$ cat src/verilog/alm_regs.svh
// Opcode encodings, field positions and reset values of the execution unit
`ifndef ALM_REGS_SVH
`define ALM_REGS_SVH

`define ALM_OP_W           14
`define ALM_DEST_BIT       7
`define ALM_FADDR_MSB      6
`define ALM_PC_W           13
`define ALM_PC_RST         13'h0000
`define ALM_ACC_RST        8'h00
`define ALM_RET_CYCLES     2

// Exact words
`define ALM_NO_OP_WORD     14'h0000
`define ALM_RET_IRQ_WORD   14'h0009
// Upper bits of byte-immediate forms
`define ALM_OR_LIT_HI      6'h38
`define ALM_RET_LIT_HI     4'hd
`define ALM_LOAD_LIT_HI    4'hc
// Upper bits of file forms, bits 13:8, store bits 13:7
`define ALM_OR_FILE_HI     6'h04
`define ALM_MOVE_FILE_HI   6'h08
`define ALM_ROT_RIGHT_HI   6'h0c
`define ALM_ROT_LEFT_HI    6'h0d
`define ALM_STORE_HI       7'h01

`endif

$ cat src/verilog/alm_pkg.sv
// Types shared by the execution unit and its decoder
package alm_pkg;
    typedef enum logic [3:0] {
        ALM_OP_NONE        = 4'h0,
        ALM_OP_NO_OP       = 4'h1,
        ALM_OP_OR_LIT      = 4'h2,
        ALM_OP_LOAD_LIT    = 4'h3,
        ALM_OP_OR_FILE     = 4'h4,
        ALM_OP_STORE       = 4'h5,
        ALM_OP_MOVE_FILE   = 4'h6,
        ALM_OP_RET_IRQ     = 4'h7,
        ALM_OP_RET_LIT     = 4'h8,
        ALM_OP_ROT_LEFT    = 4'h9,
        ALM_OP_ROT_RIGHT   = 4'ha
    } alm_op_t;

    typedef enum logic [1:0] {
        ALM_ST_EXEC  = 2'b00,
        ALM_ST_FLUSH = 2'b01
    } alm_state_t;
endpackage

$ cat src/verilog/alm_core.sv
// Execution unit for OR, move, no-op, return and rotate instructions
// Operation
// - OR-with-literal ORs the accumulator with k into the accumulator, Z only.
// - Load-literal puts k in the accumulator and touches no flag.
// - OR-with-file ORs the accumulator with file f and updates Z.
// - Destination bit 0 writes the accumulator, 1 writes file f back.
// - Store-accumulator copies the accumulator into file f, flags unchanged.
// - Move-file copies file f to the destination and always updates Z.
// - Return-from-interrupt pops the stack into PC and sets the enable.
// - Return-with-literal loads k, pops the stack, keeps flags, two cycles.
// - Rotate-left moves carry into bit 0 and bit 7 into carry.
// - Rotate-right moves carry into bit 7 and bit 0 into carry.
`timescale 1ns/1ps
`include "alm_regs.svh"
module alm_core
    import alm_pkg::*;
(
    // Clock and reset
    input  wire logic        ref_clk,
    input  wire logic        srst,
    // Instruction issue
    input  wire logic        instr_valid,
    input  wire logic [13:0] instr,
    // File register read data, combinational for instr[6:0]
    input  wire logic [7:0]  file_rdata,
    // Return stack
    input  wire logic [12:0] top_of_return_stack,
    // Flags and state
    output logic             zero_flag,
    output logic             carry_flag,
    output logic             global_interrupt_enable,
    output logic [7:0]       acc,
    output logic [12:0]      pc,
    // File register write
    output logic             file_we,
    output logic [6:0]       file_waddr,
    output logic [7:0]       file_wdata,
    // Stack pop and pipeline status
    output logic             stack_pop,
    output logic             busy
);
    import alm_pkg::*;

    alm_op_t    op;
    alm_state_t state_q;
    logic       exec;
    logic       dest;
    logic [7:0] lit;
    logic [7:0] result;
    logic       wr_acc;
    logic       wr_file;
    logic       upd_z;
    logic       upd_c;
    logic       new_c;

    function automatic logic is_zero(input logic [7:0] v);
        return v == 8'h00;
    endfunction

    alm_decode u_decode (
        .instr (instr),
        .op    (op)
    );

    // Instruction taken only outside the flush cycle of a return
    assign exec = instr_valid && (state_q == ALM_ST_EXEC);
    assign dest = instr[`ALM_DEST_BIT];
    assign lit  = instr[7:0];

    always_comb begin
        result  = 8'h00;
        wr_acc  = 1'b0;
        wr_file = 1'b0;
        upd_z   = 1'b0;
        upd_c   = 1'b0;
        new_c   = carry_flag;
        case (op)
            ALM_OP_OR_LIT: begin
                result = acc | lit;
                wr_acc = 1'b1;
                upd_z  = 1'b1;
            end
            ALM_OP_LOAD_LIT, ALM_OP_RET_LIT: begin
                result = lit;
                wr_acc = 1'b1;
            end
            ALM_OP_OR_FILE: begin
                result  = acc | file_rdata;
                wr_acc  = !dest;
                wr_file = dest;
                upd_z   = 1'b1;
            end
            ALM_OP_STORE: begin
                result  = acc;
                wr_file = 1'b1;
            end
            ALM_OP_MOVE_FILE: begin
                result  = file_rdata;
                wr_acc  = !dest;
                wr_file = dest;
                upd_z   = 1'b1;
            end
            ALM_OP_ROT_LEFT: begin
                result  = {file_rdata[6:0], carry_flag};
                new_c   = file_rdata[7];
                wr_acc  = !dest;
                wr_file = dest;
                upd_c   = 1'b1;
            end
            ALM_OP_ROT_RIGHT: begin
                result  = {carry_flag, file_rdata[7:1]};
                new_c   = file_rdata[0];
                wr_acc  = !dest;
                wr_file = dest;
                upd_c   = 1'b1;
            end
            // Unsupported words and no-op leave all state but the PC alone
            default: begin
                result = 8'h00;
            end
        endcase
    end

    // Two-cycle returns: second cycle is a flush with no effect
    always_ff @(posedge ref_clk) begin
        if (srst) begin
            state_q <= ALM_ST_EXEC;
        end else begin
            case (state_q)
                ALM_ST_EXEC: begin
                    if (exec && (op == ALM_OP_RET_LIT ||
                                 op == ALM_OP_RET_IRQ)) begin
                        state_q <= ALM_ST_FLUSH;
                    end
                end
                ALM_ST_FLUSH: state_q <= ALM_ST_EXEC;
                default:      state_q <= ALM_ST_EXEC;
            endcase
        end
    end

    always_ff @(posedge ref_clk) begin
        if (srst) begin
            busy <= 1'b0;
        end else begin
            busy <= exec && (op == ALM_OP_RET_LIT || op == ALM_OP_RET_IRQ);
        end
    end

    // Accumulator
    always_ff @(posedge ref_clk) begin
        if (srst) begin
            acc <= `ALM_ACC_RST;
        end else if (exec && wr_acc) begin
            acc <= result;
        end
    end

    // Zero and carry flags
    always_ff @(posedge ref_clk) begin
        if (srst) begin
            zero_flag  <= 1'b0;
            carry_flag <= 1'b0;
        end else if (exec) begin
            if (upd_z) begin
                zero_flag <= is_zero(result);
            end
            if (upd_c) begin
                carry_flag <= new_c;
            end
        end
    end

    // File write port, registered one cycle after execution
    always_ff @(posedge ref_clk) begin
        if (srst) begin
            file_we    <= 1'b0;
            file_waddr <= 7'h00;
            file_wdata <= 8'h00;
        end else begin
            file_we <= exec && wr_file;
            if (exec && wr_file) begin
                file_waddr <= instr[`ALM_FADDR_MSB:0];
                file_wdata <= result;
            end
        end
    end

    // Program counter and stack pop
    always_ff @(posedge ref_clk) begin
        if (srst) begin
            pc        <= `ALM_PC_RST;
            stack_pop <= 1'b0;
        end else begin
            stack_pop <= 1'b0;
            if (exec && (op == ALM_OP_RET_LIT ||
                         op == ALM_OP_RET_IRQ)) begin
                pc        <= top_of_return_stack;
                stack_pop <= 1'b1;
            end else if (exec) begin
                pc <= pc + 13'h0001;
            end
        end
    end

    // Global interrupt enable, only set here
    always_ff @(posedge ref_clk) begin
        if (srst) begin
            global_interrupt_enable <= 1'b0;
        end else if (exec && op == ALM_OP_RET_IRQ) begin
            global_interrupt_enable <= 1'b1;
        end
    end
endmodule

$ cat src/verilog/alm_decode.sv
// Opcode classifier for the supported instruction words
`timescale 1ns/1ps
`include "alm_regs.svh"
module alm_decode
    import alm_pkg::*;
(
    // Instruction in
    input  wire logic [13:0] instr,
    // Classified operation
    output alm_pkg::alm_op_t op
);
    always_comb begin
        op = ALM_OP_NONE;
        if (instr == `ALM_NO_OP_WORD) begin
            op = ALM_OP_NO_OP;
        end else if (instr == `ALM_RET_IRQ_WORD) begin
            op = ALM_OP_RET_IRQ;
        end else if (instr[13:8] == `ALM_OR_LIT_HI) begin
            op = ALM_OP_OR_LIT;
        end else if (instr[13:10] == `ALM_RET_LIT_HI) begin
            op = ALM_OP_RET_LIT;
        end else if (instr[13:10] == `ALM_LOAD_LIT_HI) begin
            op = ALM_OP_LOAD_LIT;
        end else if (instr[13:7] == `ALM_STORE_HI) begin
            op = ALM_OP_STORE;
        end else begin
            case (instr[13:8])
                `ALM_OR_FILE_HI:   op = ALM_OP_OR_FILE;
                `ALM_MOVE_FILE_HI: op = ALM_OP_MOVE_FILE;
                `ALM_ROT_RIGHT_HI: op = ALM_OP_ROT_RIGHT;
                `ALM_ROT_LEFT_HI:  op = ALM_OP_ROT_LEFT;
                default:           op = ALM_OP_NONE;
            endcase
        end
    end
endmodule

$ cat config.mk
export PLATFORM = sky130hd
export DESIGN_NAME = alm_core
export DESIGN_NICKNAME = d
export VERILOG_FILES = /design/src/verilog/alm_pkg.sv /design/src/verilog/alm_core.sv /design/src/verilog/alm_decode.sv
export VERILOG_INCLUDE_DIRS = /design/src /design/src/verilog
export SDC_FILE = /design/constraint.sdc
export NUM_CORES = 1
export LEC_CHECK = 0
export BUFFER_PORTS_ARGS = -buffer_cell sky130_fd_sc_hd__buf_4
export CORE_ASPECT_RATIO = 1.75
export CORE_MARGIN = 2
export CORE_UTILIZATION = 45
export CTS_CLUSTER_DIAMETER = 100
export DETAILED_ROUTE_END_ITERATION = 7
export PLACE_DENSITY = 0.82
export SYNTH_ARGS = -nofsm -noshare
export SYNTH_HDL_FRONTEND = slang
export SYNTH_SLANG_ARGS = --single-unit
$ cat constraint.sdc
create_clock -name ref_clk -period 1.9 [get_ports ref_clk]
set_input_delay 0.19 -clock ref_clk [delete_from_list [all_inputs] [get_ports ref_clk]]
set_output_delay 0.19 -clock ref_clk [all_outputs]
set_load 0.05 [all_outputs]
======== Yosys cells after proc, flatten, opt, wreduce, memory -nomap -nowiden ========
Index checks and enable logic that the tools add are counted.
cells by class
  bitwise gates (word level) .............. 3
  $add $sub $neg .......................... 1
  reductions and logical operators ........ 20
  mux-type cells .......................... 16
  equality and inequality tests ........... 18
operators with widths
  kind                                                                     number
  8-bit case mux with 7 select lines                                       1
  13-bit 2-to-1 mux                                                        2
  4-bit 2-to-1 mux                                                         6
  4-bit equality test (second input constant)                              5
  6-bit by 4-bit equality test with 1-bit output (second input constant)   3
  4-bit by 3-bit equality test with 1-bit output (second input constant)   4
  8-bit bitwise OR                                                         2
  4-bit case mux with 4 select lines                                       1
  14-bit by 4-bit equality test with 1-bit output (second input constant)  1
  14-bit logical NOT                                                       1
  13-bit by 1-bit adder with 13-bit output (second input constant)         1
  4-bit by 2-bit equality test with 1-bit output (second input constant)   2
  8-bit logical NOT                                                        1
  7-bit by 1-bit equality test with 1-bit output (second input constant)   1
  6-bit by 3-bit equality test with 1-bit output (second input constant)   1
  6-bit equality test (second input constant)                              1
  1-bit case mux with 2 select lines                                       3
  2-bit OR reduction                                                       3
  3-bit OR reduction                                                       2
  1-bit logical AND                                                        5
  2-bit nonzero test                                                       2
  4-bit OR reduction                                                       1
  1-bit 2-to-1 mux                                                         3
  3-bit AND reduction                                                      1
  other kinds (5)                                                          5
storage, ports and cells
  input bits .............................. 38
  bits in registers ....................... 43
  output and inout port bits .............. 42
  logic and storage cells ................. 69

======== Longest topological paths before layout ========
Gate-level depths: netlist of the first run.
  depth after elaboration ................. 12
  mapped depth ............................ 10
  mapped depth without buffers ............ 7

======== Hierarchy ========
Synthesis of the first run repeated with hierarchy kept, for this count alone.
unflattened totals
  cell total of the unflattened synthesis .. 329
  area, all modules ....................... 2758.9 um^2
by module, submodules not included
  module      area each (um^2)  instances  cells an instance
  alm_core    2575.0            1          304
  alm_decode  183.9             1          25

======== Worst setup path before layout of the first run ========
OpenSTA, ideal clock, no wires.
  path kind ............................... register -> register
  start point ............................. register pc[0]
  end point ............................... register pc[12]
  arrival time ............................ 1959 ps
  required time ........................... 1768 ps
  path slack .............................. -192 ps
  cell stages (with the launch flop) ...... 8
  period minus slack after synthesis ...... 2092 ps
  path through ............................ dfxtp_1 > ha_1 > nand3_1 > nor3_1 > nand4_1 > a31oi_1 > nand2b_1 > a21oi_1
on the way
  longest elaborated chain between the ends .. 3
ends and longest elaborated chain
  what                                      line             source
  start: declaration                        alm_core.sv:33   output logic [12:0] pc,
  start signal: assignment                  alm_core.sv:192  pc <= `ALM_PC_RST;
  start signal: assignment                  alm_core.sv:198  pc <= top_of_return_stack;
  start signal: assignment                  alm_core.sv:201  pc <= pc + 13'h0001;
  13-bit by 1-bit adder with 13-bit output  alm_core.sv:201
  13-bit 2-to-1 mux                         alm_core.sv:200  end else if (exec) begin
  13-bit 2-to-1 mux                         alm_core.sv:196  if (exec && (op == ALM_OP_RET_LIT ||
No other way between the ends. The select of a mux whose other input is x is not followed.
A chain may end at the register's enable or synchronous reset.

======== Worst setup path after layout of the first run ========
  start point ............................. register state_q[0]
  end point ............................... register zero_flag
on the way
  longest elaborated chain between the ends .. 3
ends and longest elaborated chain
  what                                  line             source
  start: declaration                    alm_core.sv:45   alm_state_t state_q;
  start signal: assignment              alm_core.sv:127  state_q <= ALM_ST_EXEC;
  start signal: assignment              alm_core.sv:133  state_q <= ALM_ST_FLUSH;
  start signal: assignment              alm_core.sv:136  ALM_ST_FLUSH: state_q <= ALM_ST_EXEC;
  2-bit logical NOT                     alm_core.sv:66   assign exec = instr_valid && (state_q == ALM_ST_EXEC);
  1-bit logical AND                     alm_core.sv:66
  2-bit AND reduction (no source line)  --
  end signal: assignment                alm_core.sv:166  zero_flag <= is_zero(result);
  end: declaration                      alm_core.sv:29   output logic zero_flag,
No other way between the ends.

==> impl_table.tex, run 1 <==
\begin{tabular}{lr}
\hline
Metric & Value \\
\hline
\multicolumn{2}{l}{\textbf{Outcome}} \\
Run status & finished, final reports clean \\
\multicolumn{2}{l}{\textbf{Die}} \\
Core outline area & 4980 um\^{}2 \\
Die Footprint & 5820 um\^{}2 \\
Initial core utilization & 0.471 \\
Boundary Pins & 80 \\
Site Rows & 34 \\
Die width & 58.6 um \\
Height of the chip & 99.5 um \\
\multicolumn{2}{l}{\textbf{Route}} \\
Via density per instance & 6.06 \\
Total DRC errors in the routed layout & 0 \\
Total via count after detailed routing & 2731 \\
Post-detailed-route wirelength per cell & 17.4 um \\
Detailed-routing iteration count for the pre-antenna-repair pass & 4 \\
Number of nets with antenna violations after detailed routing & 0 \\
Wire length on met2 & 4300 um \\
Routed wl met3 & 384 um \\
Post-detailed-routing wire length & 7830 um \\
Met1 wire length & 2780 um \\
Top Metal Used & met4 \\
Number of DRC violations after detailed-routing iteration 0 & 190 \\
\multicolumn{2}{l}{\textbf{Clocking}} \\
Number of post-CTS setup repair buffers & 0 \\
Clock latency on the worst-skew pair & 0.30 ns \\
CTS root buf & clkbuf\_8 \\
Num CTS Buffers & 5 \\
Post-cts repair resize count & 0 \\
Total number of H-tree levels & 2 \\
Clock-pin transition on the worst setup and hold timing paths & 0.09 ns \\
Clock tree buffer depth & 2 \\
Clock tree from TritonCTS & done \\
Clock tree sinks & 42 \\
\# hold bufs at CTS & 0 \\
\multicolumn{2}{l}{\textbf{Synth}} \\
Fraction of synthesis flops using an asynchronous set or reset pin & 0 \\
Per-instance average area after synthesis & 7.71 um\^{}2 \\
Synthesized flop and latch total & 42 \\
EDFF count, synth & 0 \\
Gate count after technology mapping & 304 \\
Number of nets produced by synthesis & 343 \\
Count of synthesis-stage warnings from yosys & 0 \\
Sequential share of the synthesized area & 0.359 \\
Cell area after synthesis & 2340 um\^{}2 \\
Post-synth top area share & 0.359 \\
Most area-consuming cells after synthesis & dfxtp\_1 (36\%), a21oi\_1 (8.1\%), mux2i\_1 (7.3\%) \\
Area leader, netlist & dfxtp\_1 \\
Number of distinct standard cells referenced by the synthesized netlist & 46 \\
Top\_reg\_cell synth & dfxtp\_1 \\
\multicolumn{2}{l}{\textbf{Worst setup path}} \\
CP Cell Sequence & nand2b\_1, a211oi\_1, nand3\_1, or4\_1, o31ai\_2 \\
Slowest Stage Delay on Critical Path & 0.50 ns \\
Endpoint kind of the worst setup timing path & register \\
Crit path kind & reg2reg \\
Critical Path AT & 1.94 ns \\
Largest fanout on the critical path & 3 \\
Data required time of the worst path & 2.12 ns \\
Critical path startpoint category & register \\
Reg2Reg Depth & 5 \\
Crit-path slowest cell & or4\_1 \\
\multicolumn{2}{l}{\textbf{STA}} \\
Number of endpoints failing setup at the final stage & 0 \\
Clock period minus final worst setup slack & 1.72 ns \\
Post-route fraction of the period consumed by the critical path & 0.904 \\
Achievable Freq & 582 MHz \\
Final worst hold slack & 0.173 ns \\
Max-slew violation count & 0 \\
Worst-margin pin slew & 0.475 ns \\
Final Hold Fails & 0 \\
Setup repair after global routing missed its margin & false \\
Headroom to the max-slew limit & 0.681 \\
Setup Skew & 0.00567 ns \\
\multicolumn{2}{l}{\textbf{Place}} \\
Post-placement cell area & 3150 um\^{}2 \\
Count of input and output buffers & 79 \\
Final Wtd Congestion & 0.903 \\
Post-DP HPWL & 5940 um \\
\multicolumn{2}{l}{\textbf{Hold path}} \\
Instance count along the most critical hold path & 3 \\
Class of the tightest hold or removal check & in2reg \\
\multicolumn{2}{l}{\textbf{Power and ir drop}} \\
Leak Pwr & 0.00137 uW \\
Peak VDD IR & 0.598 mV \\
Final total power & 1850 uW \\
Pwr Density & 571 nW/um\^{}2 \\
\multicolumn{2}{l}{\textbf{Final layout}} \\
Post-Layout Inst Area & 3240 um\^{}2 \\
Area Growth Syn to Fin & 38.1\% \\
Number of nets at the end of the flow & 435 \\
Share of layout cells above drive strength 1 & 0.315 \\
Number of inserted diodes & 0 \\
Utilization of the core after routing & 0.650 \\
\multicolumn{2}{l}{\textbf{Global route}} \\
Global-route wire length before repair & 12800 um \\
Global router's overall resource usage & 0.284 \\
Vias in the first global route & 2741 \\
Initial antenna violation count & 0 \\
Remaining Overflow, GRT & 0 \\
Largest net degree at the start of global routing & 39 \\
\multicolumn{2}{l}{\textbf{Flow run}} \\
Max-Cap Viols & 0 \\
\hline
\end{tabular}
power by group:
part | switching [uW] | internal (uW)
logic | 203 | 145
registers | 17.4 | 896
clock network | 327 | 260
cells by family after synthesis:
kind of cell    Yosys count  share of synthesized area
flops                    42                      0.359
xor+xnor                  1                    0.00374
compound gates           89                      0.239
mux                      17                     0.0726
fa+ha+maj                 1                    0.00534
simple gates            126                      0.266
buf+inv                  28                     0.0539
sequential cells by signal, indices dropped and copies added (netlist names):
signal,count
pc,13
acc,8
file_wdata,8
file_waddr,7
busy,1
carry_flag,1
file_we,1
global_interrupt_enable,1
state_q,1
zero_flag,1
layout by cell type, fill, tap and decap left out, types with 2 or more instances in the layout:
cell	instances
a211oi_1	10
a21o_1	2
a21oi_1	38
a221oi_1	5
a22oi_1	2
a31oi_1	3
and2_1	3
and3b_1	2
buf_12	2
buf_4	106
clkbuf_8	5
dfxtp_1	39
dfxtp_2	3
inv_1	5
mux2i_1	17
nand2_1	25
nand2b_1	6
nand3_1	20
nand3b_1	2
nand4_1	7
nor2_1	30
nor3_1	19
o211ai_1	2
o21ai_0	12
o21ai_1	2
o21bai_1	2
o31ai_1	2
or2_2	2
or3_1	2
Yosys cell counts (all sizes together) (2+ instances only):
library cell and instances:
dfxtp 42, a21oi 38, nor2 30, nand2 25, nand3 20, nor3 19
mux2i 17, o21ai 14, clkbuf 12, buf 11, a211oi 10, nand4 7
a221oi 6, nand2b 6, inv 5, a31oi 3, and2 3, o31ai 3
or2 3, a21o 2, a22oi 2, and3b 2, nand3b 2, o211ai 2
o21bai 2, or3 2
path summary, 6_finish.rpt:
| path | startpoint | endpoint | slack [ns] |
|---|---|---|---|
| hold reg to reg | global_interrupt_enable | global_interrupt_enable | 0.45 |
| setup / recovery | state_q[0] | zero_flag | 0.18 |
| setup reg to reg | state_q[0] | zero_flag | 0.18 |
| hold / removal | instr[4] | file_waddr[4] | 0.17 |
final cells by class:
cell class                 instances  area, um^2
clock inverter                     2        13.8
fill                             462        1740
timing repair buffer             108         836
multi-input combinational        234        1380
inverter                           5        18.8
clock buffer                       6        72.6
tap                               54        67.6
sequential                        42         845
routing by layer:
metal / vias to the layer above / track usage
met5: - / 0
met4: 0 / 0.157
met3: 28 / 0.0429
met2: 106 / 0.508
met1: 1297 / 0.304
li1: 1300 / -
metrics by stage:
| step | TNS, ns | setup WS [ns] | cells |
|---|---|---|---|
| after CTS | 0 | 0.210 | 451 |
| after global placement | -0.00399 | -0.00399 | 443 |
| final | 0 | 0.182 | 451 |
| after detailed placement | -0.0890 | -0.0890 | 443 |
| after floorplan | 0 | 0.00748 | 304 |
| after global routing | 0 | 0.0313 | 451 |
critical path: cells and delay by family, from the launching register on:
kind            cells  cell delay (ns)
flops               1             0.33
compound gates      2             0.52
simple gates        3             0.79
(Power assumes the default switching activity.)
==> run 2: changes to the inputs <==
Settings changed: CORE_UTILIZATION 45 to 47, SYNTH_HIERARCHICAL set to 1, TNS_END_PERCENT set to 5.
==> impl_table.tex, run 2 <==
\begin{tabular}{lr}
\hline
Metric & Value \\
\hline
\multicolumn{2}{l}{\textbf{Flow run}} \\
Max-Cap Viols & 0 (unchanged) \\
\multicolumn{2}{l}{\textbf{Worst setup path}} \\
Critical path startpoint category & input pin (was register) \\
Number of buffers and inverters on the critical path & 5 (was 0) \\
Crit path kind & in2reg (was reg2reg) \\
Largest fanout on the critical path & 6 (was 3) \\
Critical path depth in cells & 12 (was 5) \\
Crit-path slowest cell & nor4bb\_1 (was or4\_1) \\
Top delay family on crit path & buffers and inverters (was simple AND/OR/NAND/NOR gates) \\
Endpoint kind of the worst setup timing path & register (unchanged) \\
FF-to-FF Start & pc[1] (was state\_q[0]) \\
Crit path top cell by count & buf\_4 \\
Startpoint of the most critical setup path & instr[12] (was state\_q[0]) \\
Critical Path AT & 2.51 ns (was 1.94 ns) \\
Reg2Reg Depth & 6 (was 5) \\
CP Cell Sequence & buf\_6, buf\_4, nor3\_2, mux2i\_1, nor2b\_2, clkdlybuf4s15\_2, nor4bb\_1, a221o\_1, a222oi\_1, buf\_4, buf\_4, a211oi\_2 (was nand2b\_1, a211oi\_1, nand3\_1, or4\_1, o31ai\_2) \\
Slowest Stage Delay on Critical Path & 0.41 ns (was 0.50 ns) \\
Data required time of the worst path & 2.11 ns (was 2.12 ns) \\
\multicolumn{2}{l}{\textbf{Synth}} \\
Top\_reg\_cell synth & dfxtp\_1 (unchanged) \\
Gate count after technology mapping & 329 (was 304) \\
Number of distinct standard cells referenced by the synthesized netlist & 64 (was 46) \\
Post-synth top area share & 0.305 (was 0.359) \\
Per-instance average area after synthesis & 8.39 um\^{}2 (was 7.71 um\^{}2) \\
EDFF count, synth & 0 (unchanged) \\
Area leader, netlist & dfxtp\_1 (unchanged) \\
Most area-consuming cells after synthesis & dfxtp\_1 (30\%), a211oi\_1 (6.0\%), a21oi\_1 (6.0\%) (was dfxtp\_1 (36\%), a21oi\_1 (8.1\%), mux2i\_1 (7.3\%)) \\
Fraction of synthesis flops using an asynchronous set or reset pin & 0 (unchanged) \\
Most repeated cell in the gate-level netlist after synthesis & dfxtp\_1 (unchanged) \\
Count of synthesis-stage warnings from yosys & 6 (was 0) \\
Sequential share of the synthesized area & 0.305 (was 0.359) \\
Synthesized flop and latch total & 42 (unchanged) \\
Ranking of synthesized cells by instance count & dfxtp\_1 (42), a21oi\_1 (33), nor2\_1 (26), a211oi\_1 (22), nand2\_1 (15) (was dfxtp\_1 (42), a21oi\_1 (38), nor2\_1 (30), nand2\_1 (25), nand3\_1 (20)) \\
Number of nets produced by synthesis & 368 (was 343) \\
Cell area after synthesis & 2760 um\^{}2 (was 2340 um\^{}2) \\
\multicolumn{2}{l}{\textbf{Power and ir drop}} \\
Net switching power figure & 679 uW (was 548 uW) \\
Peak VDD IR & 0.381 mV (was 0.598 mV) \\
Switching share of power & 0.302 (was 0.296) \\
Leak Pwr & 0.00170 uW (was 0.00137 uW) \\
Int Pwr & 1570 uW (was 1300 uW) \\
Logic pwr share & 0.273 (was 0.188) \\
Pwr Density & 526 nW/um\^{}2 (was 571 nW/um\^{}2) \\
Sequential Power Share & 0.414 (was 0.494) \\
Clock network fraction of total power & 0.313 (was 0.317) \\
\multicolumn{2}{l}{\textbf{Route}} \\
Post-detailed-route wirelength per cell & 19.5 um (was 17.4 um) \\
Detailed-routing iteration count for the pre-antenna-repair pass & 5 (was 4) \\
Via density per instance & 6.27 (was 6.06) \\
Total via count after detailed routing & 3344 (was 2731) \\
Number of DRC violations after detailed-routing iteration 0 & 262 (was 190) \\
Total DRC errors in the routed layout & 0 (unchanged) \\
Post-detailed-routing wire length & 10400 um (was 7830 um) \\
Number of nets with antenna violations after detailed routing & 0 (unchanged) \\
\multicolumn{2}{l}{\textbf{Final layout}} \\
Fill cell instance count of the final layout & 389 (was 462) \\
Post-route non-filler standard cell count & 533 (was 451) \\
Share of layout cells above drive strength 1 & 0.449 (was 0.315) \\
Number of flip-flops under the largest register name & 13 (unchanged) \\
Registers with the most flip-flops & pc (13), acc (8), file\_wdata (8) (unchanged) \\
Most common library cell in the layout ignoring fill and taps & buf\_4 (unchanged) \\
Most frequent cells in the layout & buf\_4 (132), dfxtp\_1 (42), a21oi\_1 (28) (was buf\_4 (106), dfxtp\_1 (39), a21oi\_1 (38)) \\
Area Growth Syn to Fin & 55.0\% (was 38.1\%) \\
Number of inserted diodes & 0 (unchanged) \\
Number of nets at the end of the flow & 495 (was 435) \\
Register bank with the most flops & pc (unchanged) \\
\multicolumn{2}{l}{\textbf{Die}} \\
Initial core utilization & 0.490 (was 0.471) \\
Height of the chip & 105 um (was 99.5 um) \\
Die width & 61.9 um (was 58.6 um) \\
Site Rows & 36 (was 34) \\
Boundary Pins & 80 (unchanged) \\
Die Footprint & 6520 um\^{}2 (was 5820 um\^{}2) \\
Core outline area & 5630 um\^{}2 (was 4980 um\^{}2) \\
\multicolumn{2}{l}{\textbf{STA}} \\
Achievable Freq & 435 MHz (was 582 MHz) \\
Clock period minus final worst setup slack & 2.30 ns (was 1.72 ns) \\
Setup repair after global routing missed its margin & true (was false) \\
Max-slew violation count & 0 (unchanged) \\
Post-route fraction of the period consumed by the critical path & 1.21 (was 0.904) \\
Final Hold Fails & 0 (unchanged) \\
Headroom to the max-slew limit & 0.693 (was 0.681) \\
Number of endpoints failing setup at the final stage & 41 (was 0) \\
Setup Skew & 0.00825 ns (was 0.00567 ns) \\
Worst-margin pin slew & 0.461 ns (was 0.475 ns) \\
Worst path setup slack after routing & -0.399 ns (was 0.182 ns) \\
\multicolumn{2}{l}{\textbf{Clocking}} \\
Clock-pin transition on the worst setup and hold timing paths & 0.07 ns (was 0.09 ns) \\
Clock tree buffer depth & 2 (unchanged) \\
Clock tree from TritonCTS & done (unchanged) \\
Num CTS Buffers & 5 (unchanged) \\
Clock latency on the worst-skew pair & 0.30 ns (about the same) \\
CTS root buf & clkbuf\_8 (unchanged) \\
\# hold bufs at CTS & 0 (unchanged) \\
Clock tree sinks & 42 (unchanged) \\
Total number of H-tree levels & 2 (unchanged) \\
\multicolumn{2}{l}{\textbf{Hold path}} \\
Startpoint of the tightest hold check path & top\_of\_return\_stack[0] (was instr[4]) \\
Class of the tightest hold or removal check & in2reg (unchanged) \\
Instance count along the most critical hold path & 3 (unchanged) \\
\multicolumn{2}{l}{\textbf{Global route}} \\
Global-route wire length before repair & 15200 um (was 12800 um) \\
Largest net degree at the start of global routing & 43 (was 39) \\
Remaining Overflow, GRT & 0 (unchanged) \\
Global router's overall resource usage & 0.311 (was 0.284) \\
Initial antenna violation count & 0 (unchanged) \\
Vias in the first global route & 3255 (was 2741) \\
\multicolumn{2}{l}{\textbf{Outcome}} \\
Violations in the final reports & negative setup slack \\
Run status & finished, violations left (was finished, final reports clean) \\
\multicolumn{2}{l}{\textbf{Place}} \\
Cell Count Post-Placement & 511 (was 443) \\
Count of input and output buffers & 79 (unchanged) \\
Post-DP HPWL & 6620 um (was 5940 um) \\
Final Wtd Congestion & 0.924 (was 0.903) \\
Worst-case setup slack after placement & -0.659 ns (was -0.0890 ns) \\
\hline
\end{tabular}
[run 2: cell count changes in the layout (fill, tap and decap cells not counted), sizes merged, moves of 4 or more]
cell / change
a211oi: +12
a21oi: -4
a22o: +6
buf: +39
mux2i: -6
nand2: -10
nand2b: +6
nand3: -17
nand3b: +8
nor2: -4
nor2b: +6
nor3: -8
o21ai: +5
[run 2: layer usage]
metal	track usage	vias up	wire, um
li1	-	1509	-
met1	0.317	1615	3660
met2	0.521	165	5480
met3	0.0564	55	520
met4	0.236	0	745
met5	0	-	0
[run 2: area by class of cell]
type                    instances  area (um^2)  share of cell area
flip-flops and latches         42          841               0.197
multi-input cells             254         1970               0.461
repair buffers                149         1250               0.292
inverters                       4         15.0             0.00351
well taps                      76         95.1              0.0222
clock inverters                 1         30.0             0.00702
clock buffers                   7         76.3              0.0178
[run 2: timing repair]
| action | CTS | global route |
|---|---|---|
| endpoints found under the setup margin | 41 | 41 |
| cloned | 2 | 1 |
| setup buffers | 7 | 4 |
| pin swaps | 25 | 9 |
| resized for setup | 40 | 21 |
[run 2: power groups by stage]
stage,combinational (uW),sequential [uW],clock (uW)
after floorplan,200,1020,0
after global placement,500,947,0
after detailed placement,511,948,0
after CTS,561,928,703
after global routing,645,932,742
final,613,931,703
[run 2: stage by stage]
stage               setup TNS (ns)  hold slack, ns  total power, uW   util  cell area [um^2]
floorplan                    -8.34           0.337             1220      -              2790
global placement            -21.32           0.474             1450  0.664              3740
detailed placement          -24.03           0.470             1460  0.664              3740
CTS                          -7.13           0.161             2190  0.731              4120
global route                -15.13           0.208             2320  0.760              4280
finish                      -11.16           0.176             2250  0.760              4280
[run 2: path summary, 6_finish.rpt]
path / endpoint / slack (ns)
worst max-delay path: file_wdata[1] / -0.40
worst min-delay path: pc[0] / 0.18
worst max register to register: pc[8] / 0.22
worst min register to register: file_wdata[6] / 0.50
[run 2: cell families (layout without fill, tap and decap cells)]
group	after synthesis	after routing	synth area share
compound gates	114	114	0.280
mux	12	12	0.0440
buf+inv	33	161	0.0757
simple gates	127	127	0.291
flops	42	42	0.305
fa+ha+maj	1	1	0.00453
[run 2: worst min-delay path: stages]
cell and delay (ns):
buf_4 0.08, a21oi_1 0.06, a21oi_1 0.11
